**src/hdl/qdec_pkg.sv**
```systemverilog
/*
  Constants of the quadrature decoder register block: offsets, control
  field positions, reset values and status bit positions.
  Assumes a plain single-cycle register port on a 100 MHz sys_clk.
*/
// Overview of operation
// - Eleven registers answer at byte offsets 0x000 to 0x028, one 32-bit word each.
// - Offset 0x014 reads the velocity period timer and ignores writes.
// - Offset 0x018 reads the predivided edges (velocity ticks) counted so far in the running period.
// - Offset 0x01C reads the predivided edge (velocity tick) total of the last finished period.
// - Offset 0x010 holds the timer reload value, zero after reset.
// - Writing ones to offset 0x028 clears those pending bits; zeros do nothing.
// - Control bit 4 clear resets position at the limit, set resets it on index.
// - Control bit 3 clear counts first-phase edges only, set counts both phases.
// - Control bit 2 set reads the phases as step and direction, clear as quadrature.
// - Control bit 1 set swaps the two phase inputs before decoding.
// - Control bit 0 enables decoding; all control bits reset to zero.
// - Forward past the limit wraps to zero; backward from zero loads the limit.
// - The timer reloads on the clock after zero, so a period is load plus one clocks.
package qdec_pkg;
    localparam int unsigned ADDR_W = 12;
    localparam logic [11:0] OFS_CTL = 12'h000;
    localparam logic [11:0] OFS_STAT = 12'h004;
    localparam logic [11:0] OFS_POS = 12'h008;
    localparam logic [11:0] OFS_MAX = 12'h00C;
    localparam logic [11:0] OFS_LOAD = 12'h010;
    localparam logic [11:0] OFS_TIME = 12'h014;
    localparam logic [11:0] OFS_COUNT = 12'h018;
    localparam logic [11:0] OFS_SPEED = 12'h01C;
    localparam logic [11:0] OFS_MASK = 12'h020;
    localparam logic [11:0] OFS_RAW = 12'h024;
    localparam logic [11:0] OFS_ISC = 12'h028;
    localparam int unsigned CTL_W = 13;
    localparam int unsigned B_EN = 0;
    localparam int unsigned B_SWAP = 1;
    localparam int unsigned B_SIG = 2;
    localparam int unsigned B_CAP = 3;
    localparam int unsigned B_RES = 4;
    localparam int unsigned B_VEL = 5;
    localparam int unsigned B_DIV = 6;
    localparam int unsigned B_INV_FIRST = 9;
    localparam int unsigned B_INV_SECOND = 10;
    localparam int unsigned B_INV_INDEX = 11;
    localparam int unsigned B_STALL = 12;
    localparam int unsigned IRQ_W = 4;
    localparam int unsigned IRQ_INDEX = 0;
    localparam int unsigned IRQ_TIMER = 1;
    localparam int unsigned IRQ_DIR = 2;
    localparam int unsigned IRQ_ERR = 3;
    localparam logic [31:0] RST_WORD = 32'h0000_0000;
    localparam logic [CTL_W-1:0] RST_CTL = 13'h0000;
    localparam logic [IRQ_W-1:0] RST_IRQ = 4'h0;
    localparam logic [6:0] RST_PREDIV = 7'h00;
endpackage

```
**src/hdl/qdec_edge.sv**
```systemverilog
/*
  Phase conditioning and edge decoding: inversion, swap, quadrature or
  step/direction interpretation, index edge and phase error detection.
  Assumes encoder pins already synchronous to sys_clk.
*/
module qdec_edge (
    // Clock and reset
    input wire logic sys_clk,
    input wire logic rst,
    // Encoder pins
    input wire logic first_quadrature_input,
    input wire logic second_quadrature_input,
    input wire logic index_in,
    // Configuration
    input wire logic run,
    input wire logic first_phase_invert,
    input wire logic second_phase_invert,
    input wire logic index_polarity_invert,
    input wire logic phase_swap,
    input wire logic signal_format_select,
    input wire logic edge_count_select,
    // Decoded events
    output logic step,
    output logic reverse,
    output logic index_hit,
    output logic phase_error
);
    logic a, b, ix, prev_a, prev_b, prev_i;
    logic next_step, next_reverse, next_index_hit, next_phase_error;

    always_comb begin
        a = first_quadrature_input ^ first_phase_invert;
        b = second_quadrature_input ^ second_phase_invert;
        ix = index_in ^ index_polarity_invert;
        if (phase_swap) begin
            a = second_quadrature_input ^ second_phase_invert;
            b = first_quadrature_input ^ first_phase_invert;
        end
        next_step = 1'b0;
        next_reverse = reverse;
        next_phase_error = 1'b0;
        next_index_hit = run & ix & ~prev_i;
        if (!run) begin
            next_step = 1'b0;
        end else if (signal_format_select) begin
            next_step = a & ~prev_a;
            if (next_step) begin
                next_reverse = b;
            end
        end else if ((a ^ prev_a) && (b ^ prev_b)) begin
            next_phase_error = 1'b1;
        end else if (a ^ prev_a) begin
            next_step = 1'b1;
            next_reverse = (a == b);
        end else if ((b ^ prev_b) && edge_count_select) begin
            next_step = 1'b1;
            next_reverse = (a != b);
        end
    end

    // Previous levels track even when stopped, so enabling makes no false edge
    always_ff @(posedge sys_clk or posedge rst) begin
        if (rst) begin
            prev_a <= 1'b0;
            prev_b <= 1'b0;
            prev_i <= 1'b0;
            step <= 1'b0;
            reverse <= 1'b0;
            index_hit <= 1'b0;
            phase_error <= 1'b0;
        end else begin
            prev_a <= a;
            prev_b <= b;
            prev_i <= ix;
            step <= next_step;
            reverse <= next_reverse;
            index_hit <= next_index_hit;
            phase_error <= next_phase_error;
        end
    end
endmodule

```
**src/hdl/qdec_regs.sv**
```systemverilog
/*
  Quadrature decoder register block: register port, position integrator,
  velocity timer, predivider and edge counter, sticky event bits.
  Assumes a master that never issues read and write in the same cycle.
*/
// The plain strobed port was left to the implementer.
module qdec_regs (
    // Clock and reset
    input wire logic sys_clk,
    input wire logic rst,
    // Register port
    input wire logic [qdec_pkg::ADDR_W-1:0] addr,
    input wire logic [31:0] wr_data,
    input wire logic wr_en,
    input wire logic rd_en,
    output logic [31:0] rd_data,
    // Encoder pins and debug halt
    input wire logic first_quadrature_input,
    input wire logic second_quadrature_input,
    input wire logic index_in,
    input wire logic cpu_halted
);
    import qdec_pkg::*;

    function automatic logic hit(input logic [ADDR_W-1:0] a, input logic [11:0] ofs);
        hit = (a == ofs);
    endfunction

    logic [CTL_W-1:0] ctl, next_ctl;
    logic [31:0] pos, next_pos, maxpos, next_maxpos, load, next_load;
    logic [31:0] timer, next_timer, count, next_count, speed, next_speed;
    logic [IRQ_W-1:0] mask, next_mask, raw, next_raw, ev;
    logic [6:0] prediv, next_prediv;
    logic [31:0] next_rd_data;
    logic last_rev, next_last_rev, err_stat, next_err_stat;
    logic run, vel_run, step, reverse, index_hit, phase_error, vel_tick;

    // Halt freeze stops both integrator and timer so a debug stop loses no time base
    assign run = ctl[B_EN] & ~(ctl[B_STALL] & cpu_halted);
    // Velocity logic needs the decoder running as well
    assign vel_run = run & ctl[B_VEL];

    qdec_edge qdec_edge_i (
        .sys_clk(sys_clk),
        .rst(rst),
        .first_quadrature_input(first_quadrature_input),
        .second_quadrature_input(second_quadrature_input),
        .index_in(index_in),
        .run(run),
        .first_phase_invert(ctl[B_INV_FIRST]),
        .second_phase_invert(ctl[B_INV_SECOND]),
        .index_polarity_invert(ctl[B_INV_INDEX]),
        .phase_swap(ctl[B_SWAP]),
        .signal_format_select(ctl[B_SIG]),
        .edge_count_select(ctl[B_CAP]),
        .step(step),
        .reverse(reverse),
        .index_hit(index_hit),
        .phase_error(phase_error)
    );

    always_comb begin
        ev = '0;
        ev[IRQ_INDEX] = index_hit;
        ev[IRQ_TIMER] = vel_run && (timer == 32'h0000_0000);
        ev[IRQ_DIR] = step && (reverse != last_rev);
        ev[IRQ_ERR] = phase_error;
        // Predivider: one velocity tick every 2^n decoded edges
        vel_tick = 1'b0;
        next_prediv = prediv;
        if (vel_run && step) begin
            next_prediv = prediv + 7'h01;
            if (prediv == 7'((8'h01 << ctl[B_DIV +: 3]) - 8'h01)) begin
                next_prediv = RST_PREDIV;
                vel_tick = 1'b1;
            end
        end
    end

    always_comb begin
        next_ctl = ctl;
        next_pos = pos;
        next_maxpos = maxpos;
        next_load = load;
        next_timer = timer;
        next_count = count;
        next_speed = speed;
        next_mask = mask;
        next_raw = raw;
        next_last_rev = last_rev;
        next_err_stat = err_stat | phase_error;
        // Position integrator; index wins over a step in the same cycle
        if (step) begin
            next_last_rev = reverse;
        end
        if (run && ctl[B_RES] && index_hit) begin
            next_pos = RST_WORD;
        end else if (step && !reverse) begin
            next_pos = (pos >= maxpos) ? RST_WORD : pos + 32'h0000_0001;
        end else if (step) begin
            next_pos = (pos == RST_WORD) ? maxpos : pos - 32'h0000_0001;
        end
        // Velocity timer and edge counter
        if (vel_run) begin
            if (timer == 32'h0000_0000) begin
                next_timer = load;
                next_speed = count + {31'h0000_0000, vel_tick};
                next_count = RST_WORD;
            end else begin
                next_timer = timer - 32'h0000_0001;
                next_count = count + {31'h0000_0000, vel_tick};
            end
        end
        // Register writes; writes to read-only offsets fall through
        if (wr_en) begin
            if (hit(addr, OFS_CTL)) begin
                next_ctl = wr_data[CTL_W-1:0];
            end
            if (hit(addr, OFS_POS)) begin
                next_pos = wr_data;
            end
            if (hit(addr, OFS_MAX)) begin
                next_maxpos = wr_data;
            end
            if (hit(addr, OFS_LOAD)) begin
                next_load = wr_data;
            end
            if (hit(addr, OFS_MASK)) begin
                next_mask = wr_data[IRQ_W-1:0];
            end
            if (hit(addr, OFS_ISC)) begin
                next_raw = raw & ~wr_data[IRQ_W-1:0];
            end
        end
        // A new event beats a clear in the same cycle
        next_raw = next_raw | ev;
    end

    // Read mux; unmapped offsets read zero
    always_comb begin
        next_rd_data = 32'h0000_0000;
        if (rd_en) begin
            case (addr)
                OFS_CTL: next_rd_data = {19'h0_0000, ctl};
                OFS_STAT: next_rd_data = {30'h0000_0000, last_rev, err_stat};
                OFS_POS: next_rd_data = pos;
                OFS_MAX: next_rd_data = maxpos;
                OFS_LOAD: next_rd_data = load;
                OFS_TIME: next_rd_data = timer;
                OFS_COUNT: next_rd_data = count;
                OFS_SPEED: next_rd_data = speed;
                OFS_MASK: next_rd_data = {28'h000_0000, mask};
                OFS_RAW: next_rd_data = {28'h000_0000, raw};
                OFS_ISC: next_rd_data = {28'h000_0000, raw & mask};
                default: next_rd_data = 32'h0000_0000;
            endcase
        end
    end

    always_ff @(posedge sys_clk or posedge rst) begin
        if (rst) begin
            ctl <= RST_CTL;
            pos <= RST_WORD;
            maxpos <= RST_WORD;
            load <= RST_WORD;
            timer <= RST_WORD;
            count <= RST_WORD;
            speed <= RST_WORD;
            mask <= RST_IRQ;
            raw <= RST_IRQ;
            prediv <= RST_PREDIV;
            last_rev <= 1'b0;
            err_stat <= 1'b0;
            rd_data <= RST_WORD;
        end else begin
            ctl <= next_ctl;
            pos <= next_pos;
            maxpos <= next_maxpos;
            load <= next_load;
            timer <= next_timer;
            count <= next_count;
            speed <= next_speed;
            mask <= next_mask;
            raw <= next_raw;
            prediv <= next_prediv;
            last_rev <= next_last_rev;
            err_stat <= next_err_stat;
            rd_data <= next_rd_data;
        end
    end

    property p_ctl_read;
        @(posedge sys_clk) disable iff (rst)
        rd_en && hit(addr, OFS_CTL) |=> rd_data == {19'h0_0000, $past(ctl)};
    endproperty
    a_ctl_read: assert property (p_ctl_read) else $error("control read mismatch");

    property p_time_ro;
        @(posedge sys_clk) disable iff (rst)
        wr_en && hit(addr, OFS_TIME) && !vel_run |=> timer == $past(timer);
    endproperty
    a_time_ro: assert property (p_time_ro) else $error("timer changed by write");

    property p_reload;
        @(posedge sys_clk) disable iff (rst)
        vel_run && timer == 32'h0000_0000 |=> timer == $past(load) && count == 32'h0000_0000;
    endproperty
    a_reload: assert property (p_reload) else $error("timer reload wrong");

    property p_speed;
        @(posedge sys_clk) disable iff (rst)
        vel_run && timer == 32'h0000_0000 && !vel_tick |=> speed == $past(count);
    endproperty
    a_speed: assert property (p_speed) else $error("velocity capture wrong");

    property p_w1c;
        @(posedge sys_clk) disable iff (rst)
        wr_en && hit(addr, OFS_ISC) && ev == 4'h0 |=> raw == ($past(raw) & ~$past(wr_data[IRQ_W-1:0]));
    endproperty
    a_w1c: assert property (p_w1c) else $error("pending clear wrong");

    property p_wrap_fwd;
        @(posedge sys_clk) disable iff (rst)
        step && !reverse && pos == maxpos && !index_hit && !wr_en |=> pos == 32'h0000_0000;
    endproperty
    a_wrap_fwd: assert property (p_wrap_fwd) else $error("forward wrap wrong");

    property p_wrap_back;
        @(posedge sys_clk) disable iff (rst)
        step && reverse && pos == 32'h0000_0000 && !index_hit && !wr_en |=> pos == $past(maxpos);
    endproperty
    a_wrap_back: assert property (p_wrap_back) else $error("backward wrap wrong");

    property p_index;
        @(posedge sys_clk) disable iff (rst)
        run && ctl[B_RES] && index_hit && !wr_en |=> pos == 32'h0000_0000;
    endproperty
    a_index: assert property (p_index) else $error("index reset missed");

    property p_disabled;
        @(posedge sys_clk) disable iff (rst)
        !ctl[B_EN] && !wr_en ##1 !ctl[B_EN] && !wr_en |=> $stable(pos);
    endproperty
    a_disabled: assert property (p_disabled) else $error("position moved while disabled");

    property p_rd_idle;
        @(posedge sys_clk) disable iff (rst)
        !rd_en |=> rd_data == 32'h0000_0000;
    endproperty
    a_rd_idle: assert property (p_rd_idle) else $error("read data not zero outside a read");

    property p_pos_read;
        @(posedge sys_clk) disable iff (rst)
        rd_en && hit(addr, OFS_POS) |=> rd_data == $past(pos);
    endproperty
    a_pos_read: assert property (p_pos_read) else $error("position read mismatch");

    property p_ctl_write;
        @(posedge sys_clk) disable iff (rst)
        wr_en && hit(addr, OFS_CTL) |=> ctl == $past(wr_data[CTL_W-1:0]);
    endproperty
    a_ctl_write: assert property (p_ctl_write) else $error("control write lost");

    property p_load_write;
        @(posedge sys_clk) disable iff (rst)
        wr_en && hit(addr, OFS_LOAD) |=> load == $past(wr_data);
    endproperty
    a_load_write: assert property (p_load_write) else $error("reload write lost");

    property p_timer_count;
        @(posedge sys_clk) disable iff (rst)
        vel_run && timer != 32'h0000_0000 |=> timer == $past(timer) - 32'h0000_0001;
    endproperty
    a_timer_count: assert property (p_timer_count) else $error("timer did not count down");

    property p_count_tick;
        @(posedge sys_clk) disable iff (rst)
        vel_run && timer != 32'h0000_0000 |=> count == $past(count) + {31'h0000_0000, $past(vel_tick)};
    endproperty
    a_count_tick: assert property (p_count_tick) else $error("edge count wrong");

    property p_vel_hold;
        @(posedge sys_clk) disable iff (rst)
        !vel_run |=> $stable(timer) && $stable(count) && $stable(speed);
    endproperty
    a_vel_hold: assert property (p_vel_hold) else $error("velocity state moved while off");

    property p_step_fwd;
        @(posedge sys_clk) disable iff (rst)
        step && !reverse && pos < maxpos && !index_hit && !wr_en |=> pos == $past(pos) + 32'h0000_0001;
    endproperty
    a_step_fwd: assert property (p_step_fwd) else $error("forward step wrong");

    property p_step_back;
        @(posedge sys_clk) disable iff (rst)
        step && reverse && pos != 32'h0000_0000 && !index_hit && !wr_en |=> pos == $past(pos) - 32'h0000_0001;
    endproperty
    a_step_back: assert property (p_step_back) else $error("backward step wrong");

    property p_index_off;
        @(posedge sys_clk) disable iff (rst)
        index_hit && !ctl[B_RES] && !step && !wr_en |=> $stable(pos);
    endproperty
    a_index_off: assert property (p_index_off) else $error("index moved position in limit mode");

    property p_raw_set;
        @(posedge sys_clk) disable iff (rst)
        ev != 4'h0 |=> (raw & $past(ev)) == $past(ev);
    endproperty
    a_raw_set: assert property (p_raw_set) else $error("event lost against clear");

    property p_stall_timer;
        @(posedge sys_clk) disable iff (rst)
        ctl[B_STALL] && cpu_halted |=> $stable(timer);
    endproperty
    a_stall_timer: assert property (p_stall_timer) else $error("timer ran during halt");
endmodule

```
**config.mk**
```make
export PLATFORM = sky130hd
export DESIGN_NAME = qdec_regs
export DESIGN_NICKNAME = d
export VERILOG_FILES = /design/src/hdl/qdec_pkg.sv /design/src/hdl/qdec_edge.sv /design/src/hdl/qdec_regs.sv
export SDC_FILE = /design/constraint.sdc
export NUM_CORES = 1
export LEC_CHECK = 0
export BUFFER_PORTS_ARGS = -buffer_cell sky130_fd_sc_hd__buf_4
export CAP_MARGIN = 5
export CORE_AREA = 2 2 170 172
export CTS_CLUSTER_SIZE = 14
export DETAILED_ROUTE_END_ITERATION = 10
export DIE_AREA = 0 0 172 174
export GPL_TIMING_DRIVEN = 0
export PLACE_DENSITY_LB_ADDON = 0.1
export SYNTH_ARGS = -nofsm -noshare
export SYNTH_HDL_FRONTEND = slang
export SYNTH_SLANG_ARGS = --single-unit
```
**constraint.sdc**
```tcl
create_clock -name sys_clk -period 8.4 [get_ports sys_clk]
set_clock_uncertainty 0.05 [all_clocks]
set_input_delay 1.26 -clock sys_clk [delete_from_list [all_inputs] [get_ports sys_clk]]
set_output_delay 1.26 -clock sys_clk [all_outputs]
set_load 0.01 [all_outputs]
```
==> metrics list <==
- The smallest clock period supported by the final layout is computed as between 5000 and 6000 ps.
- Overall overflow remaining after global route: 0
- Compared with the post-synthesis result, the final layout area differs by 14.3%.
- In this run the standard cell core region covers between 20000 and 30000 um2.
* Number of H-tree levels: 1
- In the routed design, unresolved DRC markers number 0.
* Max stage delay on crit path: about 700 ps
- The tree built by TritonCTS fans out to ~260 sinks.
* Result of the run: complete, no violations
- Grouping stages by cell kind, the critical path spends the most delay in simple AND/OR/NAND/NOR gates.
* Number of clock buffers inserted by TritonCTS: 30
- Final cell utilization of the core: 0.625
- Data on the critical path is required at its endpoint by 8790 ps.
* Starting density of the core: 0.547
- Cell variety after synth: 75
- The finished layout holds around 2200 standard cells, fillers aside.
- Synth warnings: 0
* Critical path start-end classification: input port to flip-flop
- Pin placement for this block handled between 80 and 90 I/O pins.
- Combinational group share of total power: 0.058
- Using the TritonRoute via totals, the vias-per-cell ratio works out to between 6 and 7.
- # setup viols final: 0
- Max-cap violations in this run came to 0.
- Die outline area: around 30000 um2
* Number of buffers inserted by hold repair at cts: 0
- STA classifies the critical path startpoint as an input port.
- Of the total power, the share spent switching nets is 0.237.
- Unrepaired setup endpoints after global routing: no
* Die Ht: 174 um
- Clock Power Share: 0.478
- Entering global routing, the biggest net connects 44 pins.
- The most critical setup path has its endpoint at count[26].
* Placed wire-length estimate after detailed placement: about 43 mm
- Final Max Slew Viols: 0
- The final hold violation count is 0.
* Via count of the first global-routing pass: about 14000
* Standard cell with the maximum stage delay on the critical path: nor4_1
- Arrival time of data at the critical path endpoint: ~5900 ps
- Leaving out fill and tap cells, the most frequent cell in the layout is dfrtp_1.
* Final clock period utilization by the worst path: 0.650
* Detailed-route wire length per cell: 25.7 um
* Sequential share of the synthesized area: 0.423
- Along the worst path, the maximum fanout reaches 10.
- Peak VDD IR: between 0.0001 and 0.00015 V
* Floorplan die width: roughly 170 um
- Post-synth EDFFs: 0
* Syn avg cell area: 9.02 um2
* Number of routed nets with antenna violations: 0
* Cell area power density: approximately 160 nW/um2
- Summing every instance area after synthesis gives about 15000 um2.
- In this run the power spent charging and discharging nets is about 0.65 mW.
- In the global route stage, overall resource usage came out at 0.385.
- The worst register-to-register path has a depth of 16.
- After the last flow step, the layout net total stands at approximately 1900.
* Worst Setup End Kind: flip-flop
- Synthesis produced a netlist with a net count of 1805.
* Number of register bits inferred by synthesis: 261
- The repair_antennas step left the layout with diodes totalling 0.
- Slack of the critical path: around 2900 ps
- The congestion estimate from routability-driven global placement came to just over 1.
* Post-layout total power: around 2.7 mW
* Total number of vias: about 15000
* Internal power consumption: between 2 and 2.5 mW
* Post-CTS setup buffer count: 0
- Classification of the worst-slack hold path: flip-flop to flip-flop
- Launching point of the worst reg2reg path: ctl[12]
- Summed over all cells, the static leakage comes to around 7.4 nW.
- Derived from the worst setup path, the maximum achievable clock frequency is between 150 and 200 MHz.
- Total negative slack for setup checks: 0 ps
* Clock-pin slew reported for the worst setup and hold paths after clock tree synthesis: roughly 60 ps
- TritonCTS built the clock tree.
- Count of standard-cell rows: 62
- In this run the critical register-to-register path is captured at count[26].
* Flop-to-flop setup slack: 3270 ps
* Quantity of I/O buffers inserted on ports: just over 80
* CTS max path bufs: 3
* Launch point of the worst path: cpu_halted
- Gates resized, CTS repair: 0
- Critical Path Stages: 17
- Share of final-layout standard cells stronger than drive strength 1: 0.147
- Clock tree synthesis selected as its root buffer the cell clkbuf_16.
- Instance area after placement: approximately 17000 um2
- In the layout the commonest cells are dfrtp_1 (261), nand2_1 (222), o21ai_0 (129), clkbuf_1 (105), nor2_1 (105).
- Number of DRC violations after detailed-routing iteration 0: approximately 2100
* DR pass1 iterations: 10
- The first global-routing pass estimated 86.0 mm of wire.
- Worst slew margin: 0.105
* Total placed cells including tap cells: ~2200
- Worst-Skew Late Latency: approximately 570 ps
- Number of instances in the synthesized netlist: between 1500 and 2000
- Register share of total power: 0.464
- Post-Place Worst Slack: ~2500 ps
- Counting flops with an async set or reset pin after synthesis yields a share of 1.00.
* Pin slew with the least headroom to its limit: 1330 ps
- The initial antenna violation count came to 0.
- After routing the design area is 17600 um2.
- The number of buffers and inverters on the critical path is 4.
- In the synthesized netlist the dominant register cell turns out to be dfrtp_1.
* Most common cell type on the critical path: clkbuf_1
* Total wirelength of the detailed-routed design: ~57 mm
- Crit path cell chain: buf_4 > a21boi_1 > and2_1 > clkbuf_1 > nand2_1 > clkbuf_1 > nor2_1 > ha_1 > ha_1 > and3_1 > clkbuf_1 > nand3_1 > nor4_1 > and4_1 > o21ai_0 > nand2_1 > o21ai_0
* Hold slack: around 350 ps
[power groups by stage]
| stage | clock, mW | sequential, mW | combinational, mW |
|---|---|---|---|
| finish | 1.31 | 1.28 | 0.158 |
| global placement | 0 | 1.30 | 0.146 |
| CTS | 1.33 | 1.27 | 0.156 |
| floorplan | 0 | 1.29 | 0.0822 |
| detailed placement | 0 | 1.30 | 0.155 |
| global route | 1.37 | 1.27 | 0.172 |
[Yosys cell counts, types with 9 or more instances]
cell type | n | area [um2]
a21o_1 | 16 | 120
a21oi_1 | 98 | 490
a222oi_1 | 40 | 400
a22oi_1 | 29 | 218
a31oi_1 | 46 | 288
and3_1 | 20 | 125
and4_1 | 9 | 78.8
buf_2 | 29 | 145
clkbuf_1 | 99 | 372
dfrtp_1 | 261 | 6530
ha_1 | 42 | 526
inv_1 | 58 | 218
mux2_2 | 83 | 935
mux2i_1 | 11 | 110
nand2_1 | 222 | 833
nand2b_1 | 12 | 75.1
nand3_1 | 46 | 230
nand4_1 | 22 | 138
nor2_1 | 105 | 394
nor3_1 | 43 | 215
nor4_1 | 16 | 100
o21ai_0 | 129 | 646
o22ai_1 | 11 | 68.8
o31ai_1 | 24 | 180
or3_1 | 15 | 93.8
or4_1 | 9 | 67.6
xnor2_1 | 54 | 473
xor2_1 | 32 | 280
[registers in the layout, indices dropped and copies added, names as in the netlist]
signal and count:
speed 32, last_rev 1, rd_data 32, err_stat 1, qdec_edge_i.reverse 1, qdec_edge_i.prev_i 1
qdec_edge_i.index_hit 1, qdec_edge_i.step 1, raw 4, timer 32, pos 32, qdec_edge_i.prev_b 1
qdec_edge_i.phase_error 1, mask 4, maxpos 32, load 32, prediv 7, qdec_edge_i.prev_a 1
count 32, ctl 13
[routing by layer]
metal	GRT usage	vias to the layer above	wire length (um)
met4	0.138	0	2330
met3	0.0644	152	5680
li1	-	6486	-
met1	0.557	7146	23900
met2	0.584	816	25600
met5	0	-	0
[kinds of logic after synthesis]
group	after synthesis	share of synthesized area
and+or+nand+nor	567	0.181
adders and majority gates	42	0.0340
xor gates and xnor gates	86	0.0488
muxes	94	0.0677
DFF	261	0.423
buffers and inverters	196	0.0506
AOI/OAI and AO/OA	465	0.195
[worst min path at each step]
| stage | start | endpoint | slack [ps] | depth (start not counted) |
|---|---|---|---|---|
| 2_1_floorplan | qdec_edge_i.prev_i | qdec_edge_i.index_hit | 330 | 1 |
| 3_3_place_gp | qdec_edge_i.prev_i | qdec_edge_i.index_hit | 330 | 1 |
| 3_5_place_dp | qdec_edge_i.prev_i | qdec_edge_i.index_hit | 340 | 1 |
| 4_1_cts | qdec_edge_i.prev_i | qdec_edge_i.index_hit | 350 | 1 |
| 5_1_grt | qdec_edge_i.prev_i | qdec_edge_i.index_hit | 360 | 1 |
| 6_report | qdec_edge_i.prev_i | qdec_edge_i.index_hit | 350 | 1 |
[worst reg2reg max path: stages, from the launching register on]
cell and delay (ps):
dfrtp_1 420, a21boi_1 740, and2_1 230, clkbuf_1 520, nand2_1 230, clkbuf_1 280
nor2_1 170, ha_1 190, ha_1 220, and3_1 170, clkbuf_1 200, nand3_1 270
nor4_1 710, and4_1 350, o21ai_0 100, nand2_1 100, o21ai_0 70
[area by class of cell]
| class | instances | area [um2] |
|---|---|---|
| Multi-Input combinational cell | 1254 | 8130 |
| Tap cell | 384 | 480 |
| Sequential cell | 261 | 6530 |
| Buffer | 138 | 563 |
| Clock inverter | 12 | 120 |
| Timing Repair Buffer | 88 | 736 |
| Fill cell | 2508 | 10600 |
| Inverter | 58 | 221 |
| Clock buffer | 42 | 867 |
(Power assumes the default switching activity.)
